### src/include/osdcd_defs.svh
// Behaviour
// - Commands decode in the bank chosen by two bank flags; reset clears both.
// - Bank 01 nibble 0101 loads sync polarities and two-bit display mode.
// - Sync polarity 0 means active low (default), 1 active high.
// - Mode 00 overlays character dots on video without background.
// - Mode 01 draws north-west shadows only for 2x and 4x sizes.
// - Mode 10 paints a 12 by 18 background cell behind characters.
// - Mode 11 fills all non-dot area with frame colour, default blue.
// - Bank 01 nibble 0110 loads blink frequency and blink duty.
// - Blink period is vsync divided by 16, 32, 64 or 128.
// - Blink duty 3:1, 1:1, 1:3; code 11 reserved for host.
// - Bank 01 0111_0x00 selects shared pin: port data or monitor.
// - Bank 01 nibbles 1001, 1010, 1011 assemble 6-bit start positions.
// - First character 4*H+5 clocks after hsync; host keeps H at least 4.
// - Display starts 4*V scan lines after vsync; any V valid.
// - Bank 01 bits 7:6 equal 11 write port data from bits 4, 1, 0.
// - Bank 00 nibble 0100 loads frame background colour RGBI.
// - Bank 00 nibble 0101 loads misc bits; bit 3 enables stabilization.
// - Half-tone defaults off and acts only while monitor bit is 1.
// - Misc bits 1:0 give character size of the first display row.
// - First-row size 00 single, 01 double, 10 triple, 11 quadruple.
`ifndef OSDCD_DEFS_SVH
`define OSDCD_DEFS_SVH

// ---------------------------------------------------------------
// Command patterns
// ---------------------------------------------------------------
`define OSDCD_BANK_00        2'h0
`define OSDCD_BANK_01        2'h1
`define OSDCD_OP_BANK        6'h1e
`define OSDCD_OP_SYNC_MODE   4'h5
`define OSDCD_OP_BLINK       4'h6
`define OSDCD_OP_PINFUNC     4'h7
`define OSDCD_OP_VSTART      4'h9
`define OSDCD_OP_VH_START    4'ha
`define OSDCD_OP_HSTART      4'hb
`define OSDCD_OP_PORT        2'h3
`define OSDCD_OP_FRAME_COL   4'h4
`define OSDCD_OP_MISC        4'h5

// ---------------------------------------------------------------
// Field positions and reset values
// ---------------------------------------------------------------
`define OSDCD_PINFUNC_BIT    2
`define OSDCD_PORT_SHARED    4
`define OSDCD_HSTAB_BIT      3
`define OSDCD_HTONE_BIT      2
`define OSDCD_RST_SYNC_MODE  4'h0
`define OSDCD_RST_BLINK      4'h0
`define OSDCD_RST_FRAME_COL  4'h2
`define OSDCD_RST_MISC       4'h0

// ---------------------------------------------------------------
// Timing
// ---------------------------------------------------------------
`define OSDCD_CLK_PERIOD_NS  5
`define OSDCD_HSTART_MUL     4
`define OSDCD_HSTART_ADD     5
`define OSDCD_VSTART_MUL     4
`define OSDCD_BLINK_BASE     16

`endif

### src/include/osdcd_pkg.sv
package osdcd_pkg;

  typedef enum logic [1:0] {
    MODE_PLAIN  = 2'h0,
    MODE_NWSHAD = 2'h1,
    MODE_BOX    = 2'h2,
    MODE_FRAME  = 2'h3
  } osdcd_mode_type;

  typedef enum logic [2:0] {
    H_WAIT  = 3'h1,
    H_COUNT = 3'h2,
    H_SHOW  = 3'h4
  } osdcd_hstate_type;

endpackage : osdcd_pkg

### src/logic/osdcd_decoder.sv
`timescale 1ns/1ps
`default_nettype none
`include "osdcd_defs.svh"

module osdcd_decoder
  import osdcd_pkg::*;
(
  input  wire logic       clk,             // Display clock
  input  wire logic       rst,             // Master reset
  input  wire logic [7:0] cmdByte,         // Received command byte
  input  wire logic       cmdValid,        // Byte strobe
  input  wire logic       hsyncPin,        // Raw horizontal sync
  input  wire logic       vsyncPin,        // Raw vertical sync
  input  wire logic       charDot,         // Character dot lit
  input  wire logic       shadowDot,       // North-west shadow dot
  input  wire logic       inCell,          // Inside a character cell
  input  wire logic       acmBit,          // Monitor attribute bit
  input  wire logic [3:0] fgColour,        // Character colour
  input  wire logic [3:0] cellColour,      // Cell background colour
  input  wire logic [1:0] rowSize,         // Current row size
  output logic      [1:0] bankSelect,      // Current command bank
  output osdcd_mode_type  displayMode,     // Display mode
  output logic            hsyncPolarity,   // 1 active high
  output logic            vsyncPolarity,   // 1 active high
  output logic      [1:0] blinkFreq,       // Blink divider code
  output logic      [1:0] blinkDuty,       // Blink duty code
  output logic            blinkOn,         // Blink phase visible
  output logic      [5:0] horizontalStart, // Horizontal start
  output logic      [5:0] verticalStart,   // Vertical start
  output logic      [3:0] frameColour,     // Frame colour RGBI
  output logic            hstabEnable,     // Stabilization on
  output logic            halftoneActive,  // Half-tone in effect
  output logic      [1:0] firstRowSize,    // First row size
  output logic            firstCharStrobe, // First character start
  output logic            lineActive,      // Characters may show
  output logic            rowsActive,      // Below vertical start
  output logic            fbOut,           // Fast blanking
  output logic      [3:0] rgbiOut,         // Pixel colour
  output logic            portPinZero,     // Port pin 0
  output logic            portPinOne,      // Port pin 1
  output logic            sharedPortPin    // Port or monitor pin
);

  // ---------------------------------------------------------------
  // Command decode
  // ---------------------------------------------------------------
  logic [1:0] bank_q;
  logic [3:0] syncMode_q;
  logic [3:0] blink_q;
  logic       pinFunc_q;
  logic [5:0] vStart_q;
  logic [5:0] hStart_q;
  logic [2:0] portData_q;
  logic [3:0] frameCol_q;
  logic [3:0] misc_q;
  logic       inB0;
  logic       inB1;
  logic [3:0] hiNib;

  assign hiNib = cmdByte[7:4];
  assign inB0  = cmdValid && bank_q == `OSDCD_BANK_00;
  assign inB1  = cmdValid && bank_q == `OSDCD_BANK_01;

  always_ff @(posedge clk or posedge rst) begin
    if (rst) begin
      bank_q <= 2'h0;
    end else if (cmdValid && cmdByte[7:2] == `OSDCD_OP_BANK) begin
      bank_q <= cmdByte[1:0];
    end
  end

  always_ff @(posedge clk or posedge rst) begin
    if (rst) begin
      syncMode_q <= `OSDCD_RST_SYNC_MODE;
    end else if (inB1 && hiNib == `OSDCD_OP_SYNC_MODE) begin
      syncMode_q <= cmdByte[3:0];
    end
  end

  always_ff @(posedge clk or posedge rst) begin
    if (rst) begin
      blink_q <= `OSDCD_RST_BLINK;
    end else if (inB1 && hiNib == `OSDCD_OP_BLINK) begin
      blink_q <= cmdByte[3:0];
    end
  end

  always_ff @(posedge clk or posedge rst) begin
    if (rst) begin
      pinFunc_q <= 1'b0;
    end else if (inB1 && hiNib == `OSDCD_OP_PINFUNC &&
                 cmdByte[3] == 1'b0 && cmdByte[1:0] == 2'h0) begin
      pinFunc_q <= cmdByte[`OSDCD_PINFUNC_BIT];
    end
  end

  always_ff @(posedge clk or posedge rst) begin
    if (rst) begin
      vStart_q <= 6'h00;
      hStart_q <= 6'h00;
    end else if (inB1) begin
      case (hiNib)
        `OSDCD_OP_VSTART: begin
          vStart_q[5:2] <= cmdByte[3:0];
        end
        `OSDCD_OP_VH_START: begin
          vStart_q[1:0] <= cmdByte[3:2];
          hStart_q[5:4] <= cmdByte[1:0];
        end
        `OSDCD_OP_HSTART: begin
          hStart_q[3:0] <= cmdByte[3:0];
        end
        default: begin
          hStart_q <= hStart_q;
        end
      endcase
    end
  end

  always_ff @(posedge clk or posedge rst) begin
    if (rst) begin
      portData_q <= 3'h0;
    end else if (inB1 && cmdByte[7:6] == `OSDCD_OP_PORT) begin
      portData_q <= {cmdByte[`OSDCD_PORT_SHARED], cmdByte[1:0]};
    end
  end

  always_ff @(posedge clk or posedge rst) begin
    if (rst) begin
      frameCol_q <= `OSDCD_RST_FRAME_COL;
    end else if (inB0 && hiNib == `OSDCD_OP_FRAME_COL) begin
      frameCol_q <= cmdByte[3:0];
    end
  end

  always_ff @(posedge clk or posedge rst) begin
    if (rst) begin
      misc_q <= `OSDCD_RST_MISC;
    end else if (inB0 && hiNib == `OSDCD_OP_MISC) begin
      misc_q <= cmdByte[3:0];
    end
  end

  assign bankSelect      = bank_q;
  assign hsyncPolarity   = syncMode_q[3];
  assign vsyncPolarity   = syncMode_q[2];
  assign displayMode     = osdcd_mode_type'(syncMode_q[1:0]);
  assign blinkFreq       = blink_q[3:2];
  assign blinkDuty       = blink_q[1:0];
  assign horizontalStart = hStart_q;
  assign verticalStart   = vStart_q;
  assign frameColour     = frameCol_q;
  assign hstabEnable     = misc_q[`OSDCD_HSTAB_BIT];
  assign firstRowSize    = misc_q[1:0];

  // ---------------------------------------------------------------
  // Sync inputs
  // ---------------------------------------------------------------
  logic [1:0] hsSync_q;
  logic [1:0] vsSync_q;
  logic       hsAct_q;
  logic       vsAct_q;
  logic       hsAct;
  logic       vsAct;
  logic       hsEdge;
  logic       vsEdge;

  always_ff @(posedge clk or posedge rst) begin
    if (rst) begin
      // Idle level of the default active-low sync: no false edge
      hsSync_q <= 2'h3;
      vsSync_q <= 2'h3;
    end else begin
      hsSync_q <= {hsSync_q[0], hsyncPin};
      vsSync_q <= {vsSync_q[0], vsyncPin};
    end
  end

  assign hsAct = hsSync_q[1] ~^ hsyncPolarity;
  assign vsAct = vsSync_q[1] ~^ vsyncPolarity;

  always_ff @(posedge clk or posedge rst) begin
    if (rst) begin
      hsAct_q <= 1'b0;
      vsAct_q <= 1'b0;
    end else begin
      hsAct_q <= hsAct;
      vsAct_q <= vsAct;
    end
  end

  assign hsEdge = hsAct && !hsAct_q;
  assign vsEdge = vsAct && !vsAct_q;

  // ---------------------------------------------------------------
  // Horizontal start
  // ---------------------------------------------------------------
  osdcd_hstate_type hState_q;
  logic [8:0]       hCnt_q;
  logic [8:0]       hTarget;

  assign hTarget = 9'(`OSDCD_HSTART_MUL * hStart_q + `OSDCD_HSTART_ADD);

  always_ff @(posedge clk or posedge rst) begin
    if (rst) begin
      hState_q <= H_WAIT;
      hCnt_q   <= 9'h000;
    end else if (hsEdge) begin
      hState_q <= H_COUNT;
      hCnt_q   <= 9'h001;
    end else begin
      case (hState_q)
        H_WAIT: begin
          hCnt_q <= 9'h000;
        end
        H_COUNT: begin
          if (hCnt_q == hTarget) begin
            hState_q <= H_SHOW;
          end else begin
            hCnt_q <= hCnt_q + 9'h001;
          end
        end
        H_SHOW: begin
          hCnt_q <= hCnt_q;
        end
        default: begin
          hState_q <= H_WAIT;
        end
      endcase
    end
  end

  assign firstCharStrobe = hState_q == H_COUNT && hCnt_q == hTarget
                           && !hsEdge;
  assign lineActive      = hState_q == H_SHOW;

  // ---------------------------------------------------------------
  // Vertical start
  // ---------------------------------------------------------------
  logic [8:0] lineCnt_q;

  always_ff @(posedge clk or posedge rst) begin
    if (rst) begin
      lineCnt_q <= 9'h000;
    end else if (vsEdge) begin
      lineCnt_q <= 9'h000;
    end else if (hsEdge && lineCnt_q != 9'h1ff) begin
      lineCnt_q <= lineCnt_q + 9'h001;
    end
  end

  assign rowsActive = lineCnt_q >= 9'(`OSDCD_VSTART_MUL * vStart_q);

  // ---------------------------------------------------------------
  // Blink
  // ---------------------------------------------------------------
  logic [6:0] frameCnt_q;
  logic [7:0] period;
  logic [6:0] phase;
  logic [7:0] onLen;
  logic       blink_q2;

  assign period = 8'(`OSDCD_BLINK_BASE) << blinkFreq;
  assign phase  = frameCnt_q & 7'(period - 8'h01);

  always_comb begin
    case (blinkDuty)
      2'h0:    onLen = period - (period >> 2);
      2'h1:    onLen = period >> 1;
      2'h2:    onLen = period >> 2;
      default: onLen = period >> 1;
    endcase
  end

  always_ff @(posedge clk or posedge rst) begin
    if (rst) begin
      frameCnt_q <= 7'h00;
    end else if (vsEdge) begin
      frameCnt_q <= frameCnt_q + 7'h01;
    end
  end

  always_ff @(posedge clk or posedge rst) begin
    if (rst) begin
      blink_q2 <= 1'b1;
    end else begin
      blink_q2 <= {1'b0, phase} < onLen;
    end
  end

  assign blinkOn = blink_q2;

  // ---------------------------------------------------------------
  // Pixel composition
  // ---------------------------------------------------------------
  logic       fb_d;
  logic [3:0] rgbi_d;
  logic       shadowOk;
  logic       fb_q;
  logic [3:0] rgbi_q;

  // Shadow only for 2x and 4x
  assign shadowOk = rowSize == 2'h1 || rowSize == 2'h3;

  always_comb begin
    fb_d   = charDot;
    rgbi_d = fgColour;
    case (displayMode)
      MODE_PLAIN: begin
        fb_d = charDot;
      end
      MODE_NWSHAD: begin
        fb_d = charDot || (shadowOk && shadowDot);
        if (!charDot) rgbi_d = cellColour;
      end
      MODE_BOX: begin
        fb_d = charDot || inCell;
        if (!charDot) rgbi_d = cellColour;
      end
      MODE_FRAME: begin
        fb_d = 1'b1;
        if (!charDot) rgbi_d = frameCol_q;
      end
      default: begin
        fb_d = charDot;
      end
    endcase
  end

  always_ff @(posedge clk or posedge rst) begin
    if (rst) begin
      fb_q   <= 1'b0;
      rgbi_q <= 4'h0;
    end else begin
      fb_q   <= fb_d;
      rgbi_q <= rgbi_d;
    end
  end

  assign fbOut   = fb_q;
  assign rgbiOut = rgbi_q;

  assign halftoneActive = misc_q[`OSDCD_HTONE_BIT] && acmBit;

  assign sharedPortPin = pinFunc_q ? acmBit : portData_q[2];
  assign portPinOne    = portData_q[1];
  assign portPinZero   = portData_q[0];
endmodule : osdcd_decoder

`default_nettype wire

### config.mk
export PLATFORM = sky130hd
export DESIGN_NAME = osdcd_decoder
export DESIGN_NICKNAME = d
export VERILOG_FILES = /design/src/include/osdcd_pkg.sv /design/src/logic/osdcd_decoder.sv
export VERILOG_INCLUDE_DIRS = /design/src /design/src/include
export SDC_FILE = /design/constraint.sdc
export NUM_CORES = 1
export LEC_CHECK = 0
export BUFFER_PORTS_ARGS = -buffer_cell sky130_fd_sc_hd__buf_4
export CAP_MARGIN = 25
export CELL_PAD_IN_SITES_DETAIL_PLACEMENT = 0
export CELL_PAD_IN_SITES_GLOBAL_PLACEMENT = 1
export CORE_ASPECT_RATIO = 0.7
export CORE_MARGIN = 5
export CORE_UTILIZATION = 40
export CTS_BUF_LIST = sky130_fd_sc_hd__clkbuf_4
export DETAILED_ROUTE_END_ITERATION = 10
export GPL_ROUTABILITY_DRIVEN = 0
export PLACE_DENSITY = 0.73
export RECOVER_POWER = 100
export REMOVE_ABC_BUFFERS = 1
export SLEW_MARGIN = 20
export SYNTH_ARGS = -nofsm -noshare
export SYNTH_HDL_FRONTEND = slang
export SYNTH_SLANG_ARGS = --single-unit
### constraint.sdc
create_clock -name clk -period 5.1 [get_ports clk]
set_input_delay 0.255 -clock clk [delete_from_list [all_inputs] [get_ports clk]]
set_output_delay 0.255 -clock clk [all_outputs]
set_load 0.01 [all_outputs]
# Word level (Yosys, flattened, before mapping)
# Cells that the tools add are included.
# classes
magnitude_cmp	2
reduce_logical	37
n_eq_ne	24
n_addsub	6
muxes	14
shifts	1
bitwise	4
# ops
operator	count
two-way mux 9 bit	4
adder 9 x 1 -> 9 bit (second input constant)	2
logical AND 1 bit	18
one-hot mux 9 bit (2 select lines)	1
== test 4 x 3 -> 1 bit (second input constant)	4
one-hot mux 8 bit (2 select lines)	1
== test 4 bit (second input constant)	3
== test 2 bit (second input constant)	5
AND reduction 2 bit	5
adder 8 x 3 -> 9 bit (second input constant)	1
== test 9 bit	1
greater-or-equal comparator 9 x 8 -> 1 bit	1
!= test 9 bit (second input constant)	1
logical NOT 2 bit	4
< comparator 7 x 8 -> 1 bit	1
two-way mux 4 bit	2
one-hot mux 4 bit (2 select lines)	1
<< shifter 5 x 2 -> 8 bit (first input constant)	1
subtractor 8 x 6 -> 8 bit	1
adder 7 x 1 -> 7 bit (second input constant)	1
AND 7 bit	1
subtractor 7 x 1 -> 7 bit (second input constant)	1
== test 2 x 1 -> 1 bit (second input constant)	3
== test 6 x 5 -> 1 bit (second input constant)	1
16 further kinds	24
# word_totals
ff_bits	74
in_bits	27
elab_cells	110
out_inout_bits	42

# Longest topological paths before layout
# depth
ltp_word	5
mapped_depth	11
mapped_depth_nobuf	11

# Worst setup path before layout
# No wires, ideal clock.
# synth_path
path_kind	reg-to-output
startpoint	reg hStart_q[1], in the netlist horizontalStart[1]
endpoint	out firstCharStrobe
arrival_ps	2103
setup_slack_ps	2742
n_path_buf	2
stages_incl_launch_ff	9
t_required_ps	4845
cell_sequence	dfrtp_1 ha_1 nor2b_1 or3_1 a31o_1 a2111oi_4 buf_6 buf_12 and2_1
# synth_via
elab_chain_len	4
# synth_lines
element	line	rtl
from (decl)	osdcd_decoder.sv:52	logic [5:0] hStart_q;
from (signal assigned)	osdcd_decoder.sv:111	hStart_q[3:0] <= cmdByte[3:0];
from (signal assigned)	osdcd_decoder.sv:114	hStart_q <= hStart_q;
adder 8 x 3 -> 9 bit (no line)	n/a	
== test 9 bit	osdcd_decoder.sv:233	assign firstCharStrobe = hState_q == H_COUNT && hCnt_q == hTarget
logical AND 1 bit	osdcd_decoder.sv:233	
logical AND 1 bit	osdcd_decoder.sv:234	&& !hsEdge;
to (decl)	osdcd_decoder.sv:34	output logic firstCharStrobe,
# Every way passes these cells.

# Final worst setup path
# layout_path
startpoint	reg hStart_q[0], in the netlist horizontalStart[0]
endpoint	out firstCharStrobe
# Same word-level chain as after synthesis.

==> results.sh <==
export IMPL_hold_wc_startpoint="charDot"
export IMPL_vias=3029
export IMPL_rr_worst_depth=8
export IMPL_power_combinational_fraction_pct=24.8
export IMPL_ys_ff_latch=74
export IMPL_setup_worst_path_start="horizontalStart[0]"
export IMPL_cts_sink_count=74
export IMPL_boundaryPins=69
export IMPL_floorplan_die_area_sq_um=12200
export IMPL_r2r_start="horizontalStart[0]"
export IMPL_post_cts_buffers=0
export IMPL_p_int_mw=1.12
export IMPL_syn_to_final_growth_pct=16.9
export IMPL_crit_fanout=12
export IMPL_fp_dieW_um=130
export IMPL_cp_end_kind="output port"
export IMPL_wire_length_of_the_first_global_routing_pass_um=14900
export IMPL_timing_max_slew_rel_slack_pct=-42.3
export IMPL_place_port_buffers=67
export IMPL_clk_root_buffer_cell="clkbuf_4"
export IMPL_power_spent_charging_and_discharging_nets_mw=0.541
export IMPL_grt_setup_unrepaired="false"
export IMPL_yosysWarningCount=0
export IMPL_antennaDiodeCount=0
export IMPL_irDropWorstVdd_mv=0.236
export IMPL_syn_area_sq_um=4040
export IMPL_seq_power_share_pct=47.2
export IMPL_aggregate_global_routing_overflow=0
export IMPL_core_area_sq_um=9760
export IMPL_max_cap_viol_count=2
export IMPL_tritoncts="yes"
export IMPL_dp_final_hpwl_um=6590
export IMPL_timing_hold_violations_final=0
export IMPL_swShare_pct=32.5
export IMPL_route_detailed_wl_per_inst_um=15.2
export IMPL_max_clock_path_buffers=2
export IMPL_cts_buffers_inserted=9
export IMPL_viasPerCell=5.11
export IMPL_tightestPinTransition_ps=2120
export IMPL_clock_latency_ps=430
export IMPL_postSynthCellCount=384
export IMPL_r2r_end="hCnt_q[2]"
export IMPL_asr_flop_ratio_synth_pct=100
export IMPL_yosysSeqAreaShare_pct=46.1
export IMPL_path_clk_slew_ps=130
export IMPL_worst_hold_path_cells=2
export IMPL_ant_nets=0
export IMPL_drt_first_iter_violations=199
export IMPL_drc=0
export IMPL_core_rowCount=30
export IMPL_count_of_flip_flops_with_a_built_in_enable_after_synthesis=0
export IMPL_outcome="finished with violations"
export IMPL_criticalPathCategory="reg -> out"
export IMPL_final_net_count=514
export IMPL_pwr_share_clk_pct=28.0
export IMPL_ys_flop_type="dfrtp_1"
export IMPL_clock_skew_final_ps=11.7
export IMPL_total_leakage_power_nw=2.17
export IMPL_final_min_period_over_clock_period_pct=69.6
export IMPL_setup_viol=0
export IMPL_dr_pass1_iters=4
export IMPL_drv_slew=48
export IMPL_cp_start_kind="register"
export IMPL_floorplan_initialDensity_pct=41.4
export IMPL_post_route_min_period_ps=3550
export IMPL_first_global_vias=2950
export IMPL_global_route_usage_total_pct=15.7
export IMPL_dpl_cell_count=569
export IMPL_post_synth_cell_area_avg_sq_um=10.5
export IMPL_antenna_violations_before_repair=0
export IMPL_drt_total_wl_um=9040
export IMPL_layout_cells_non_filler=593
export IMPL_grt_start_max_net_pins=48
export IMPL_fp_dieH_um=94.1
export IMPL_whs_endpoint="fbOut"
export IMPL_ctsHtreeMaxLevel=3
export IMPL_failing_checks="max-capacitance violations, max-slew violations"
export IMPL_worst_endpoint_arrival_ps=3290
export IMPL_min_path_type="in -> reg"
export IMPL_max_freq_ghz=0.282
export IMPL_timing_setup_tns_ps=0
export IMPL_critical_path_rt_ps=4850
export IMPL_share_of_cells_above_drive_strength_1_pct=13.8
export IMPL_ys_types=64
export IMPL_setup_reg_to_reg_worst_slack_ps=2130
export IMPL_powerDensity_nw_per_um2=352
[cells in the mapped netlist (2+ instances only)]
master    count  area (sq um)
dfrtp_1      67          1680
nand2_1      38           143
ha_1         27           338
nor2_1       23          86.3
mux2_1       20           225
inv_1        19          71.3
nand3_1      13          65.1
o21ai_0      12          60.1
a21oi_1      11          55.1
xnor2_1      11          96.3
xor2_1       11          96.3
o21ai_1      10          50.1
nand4_1       8          50.1
dfstp_2       7           184
nand2b_1      7          43.8
nor2b_1       7          43.8
and2_1        5          31.3
mux2_2        5          56.3
o211ai_1      5          37.5
or4_1         5          37.5
a22oi_1       4          30.0
and3_1        4          25.0
nor3_1        4          20.0
or3_1         4          25.0
and4_1        3          26.3
clkbuf_1      3          11.3
mux2i_1       3          30.0
nand3b_1      3          22.5
or2_1         3          18.8
a21boi_1      2          15.0
a31oi_1       2          12.5
buf_4         2          15.0
buf_6         2          22.5
inv_2         2          7.51
nor4_1        2          12.5
o32ai_1       2          17.5
[cells in the final DEF (no fill, tap or decap), types with 3 or more instances in the layout]
cell,n
xnor2_1,11
or3_1,4
a21oi_1,11
nor2b_1,7
inv_1,18
nand2b_1,7
clkbuf_1,42
nand4_1,8
and3_1,4
nor3_1,5
and4_1,3
dfstp_2,6
nand3_1,13
nor2_1,23
or4_1,5
or2_1,3
and2_1,3
ha_1,27
mux2_1,20
bufinv_16,3
mux2_2,5
xor2_1,11
nand2_1,38
o211ai_1,5
dfrtp_1,67
nand3b_1,3
a22oi_1,4
dlygate4sd3_1,7
buf_4,24
mux2i_1,3
clkbuf_4,12
o21ai_0,21
[metal layers]
| metal | track usage, % | routed length (um) | vias to the layer above |
|---|---|---|---|
| met5 | 0 | 0 | - |
| met4 | 3.63 | 95 | 0 |
| met3 | 5.11 | 444 | 7 |
| met2 | 23.4 | 4090 | 59 |
| met1 | 22.0 | 4410 | 1456 |
| li1 | - | - | 1507 |
[state kept, by name, indices dropped and copies added (netlist names), 4 cells and up]
| name | count |
|---|---|
| verticalStart | 6 |
| frameColour | 4 |
| blink_q | 4 |
| rgbiOut | 4 |
| frameCnt_q | 7 |
| hCnt_q | 9 |
| syncMode_q | 4 |
| lineCnt_q | 9 |
| misc_q | 4 |
| horizontalStart | 6 |
[power by group through the flow]
| stage | Sequential [mW] | Clock (mW) | Combinational, mW |
|---|---|---|---|
| 2_1_floorplan | 0.800 | 0 | 0.265 |
| 4_1_cts | 0.789 | 0.482 | 0.468 |
| 3_3_place_gp | 0.796 | 0 | 0.451 |
| 5_1_grt | 0.803 | 0.507 | 0.467 |
| 6_report | 0.786 | 0.466 | 0.412 |
| 3_5_place_dp | 0.799 | 0 | 0.461 |
[repair_timing]
| action | CTS | global route |
|---|---|---|
| hold buffers | 6 | 1 |
| endpoints found under the hold margin | 6 | 35 |
| gates resized for setup | 0 | 0 |
[through the flow]
step | hold slack (ps) | worst slack (ps) | util, % | instance area [sq um] | power (mW)
after floorplan | 259 | 2460 | - | 3960 | 1.07
after global routing | 30.6 | 1270 | 48.4 | 4720 | 1.78
after global placement | 346 | 2110 | 47.4 | 4630 | 1.25
final | 60.0 | 1550 | 48.4 | 4720 | 1.66
after CTS | 32.4 | 1550 | 49.9 | 4870 | 1.74
after detailed placement | 347 | 2060 | 47.4 | 4630 | 1.26
[kinds of logic after synthesis]
logic type	Yosys count	share of synthesized area [%]
xor gates and xnor gates	23	5.17
AOI/OAI and AO/OA	64	10.9
DFF	74	46.1
muxes	28	7.71
buffers and inverters	32	4.00
adders and majority gates	27	8.36
and+or+nand+nor	136	17.8
[worst max-delay path, stage by stage (launching register included)]
cell and delay [ps]:
dfrtp_1 510, ha_1 340, nor2b_1 180, or3_1 310, a31o_1 240, a2111oi_4 520
clkbuf_1 440, and2_0 200, buf_4 120
[worst max-delay path by stage]
stage                 endpoint  slack, ps  depth (start not counted)
6_report       firstCharStrobe       1550                          8
5_1_grt        firstCharStrobe       1270                          8
4_1_cts        firstCharStrobe       1550                          7
3_5_place_dp   firstCharStrobe       2060                          7
3_3_place_gp   firstCharStrobe       2110                          7
2_1_floorplan  firstCharStrobe       2460                          6
[cell type report]
| cell class | count | area, sq um |
|---|---|---|
| sequential | 74 | 1860 |
| tap | 128 | 160 |
| fill | 964 | 5040 |
| clock buffer | 9 | 67.6 |
| clock inverter | 7 | 118 |
| inverter | 21 | 80.1 |
| multi-input combinational | 278 | 2010 |
| timing repair buffer | 76 | 430 |
(Power assumes the default switching activity.)
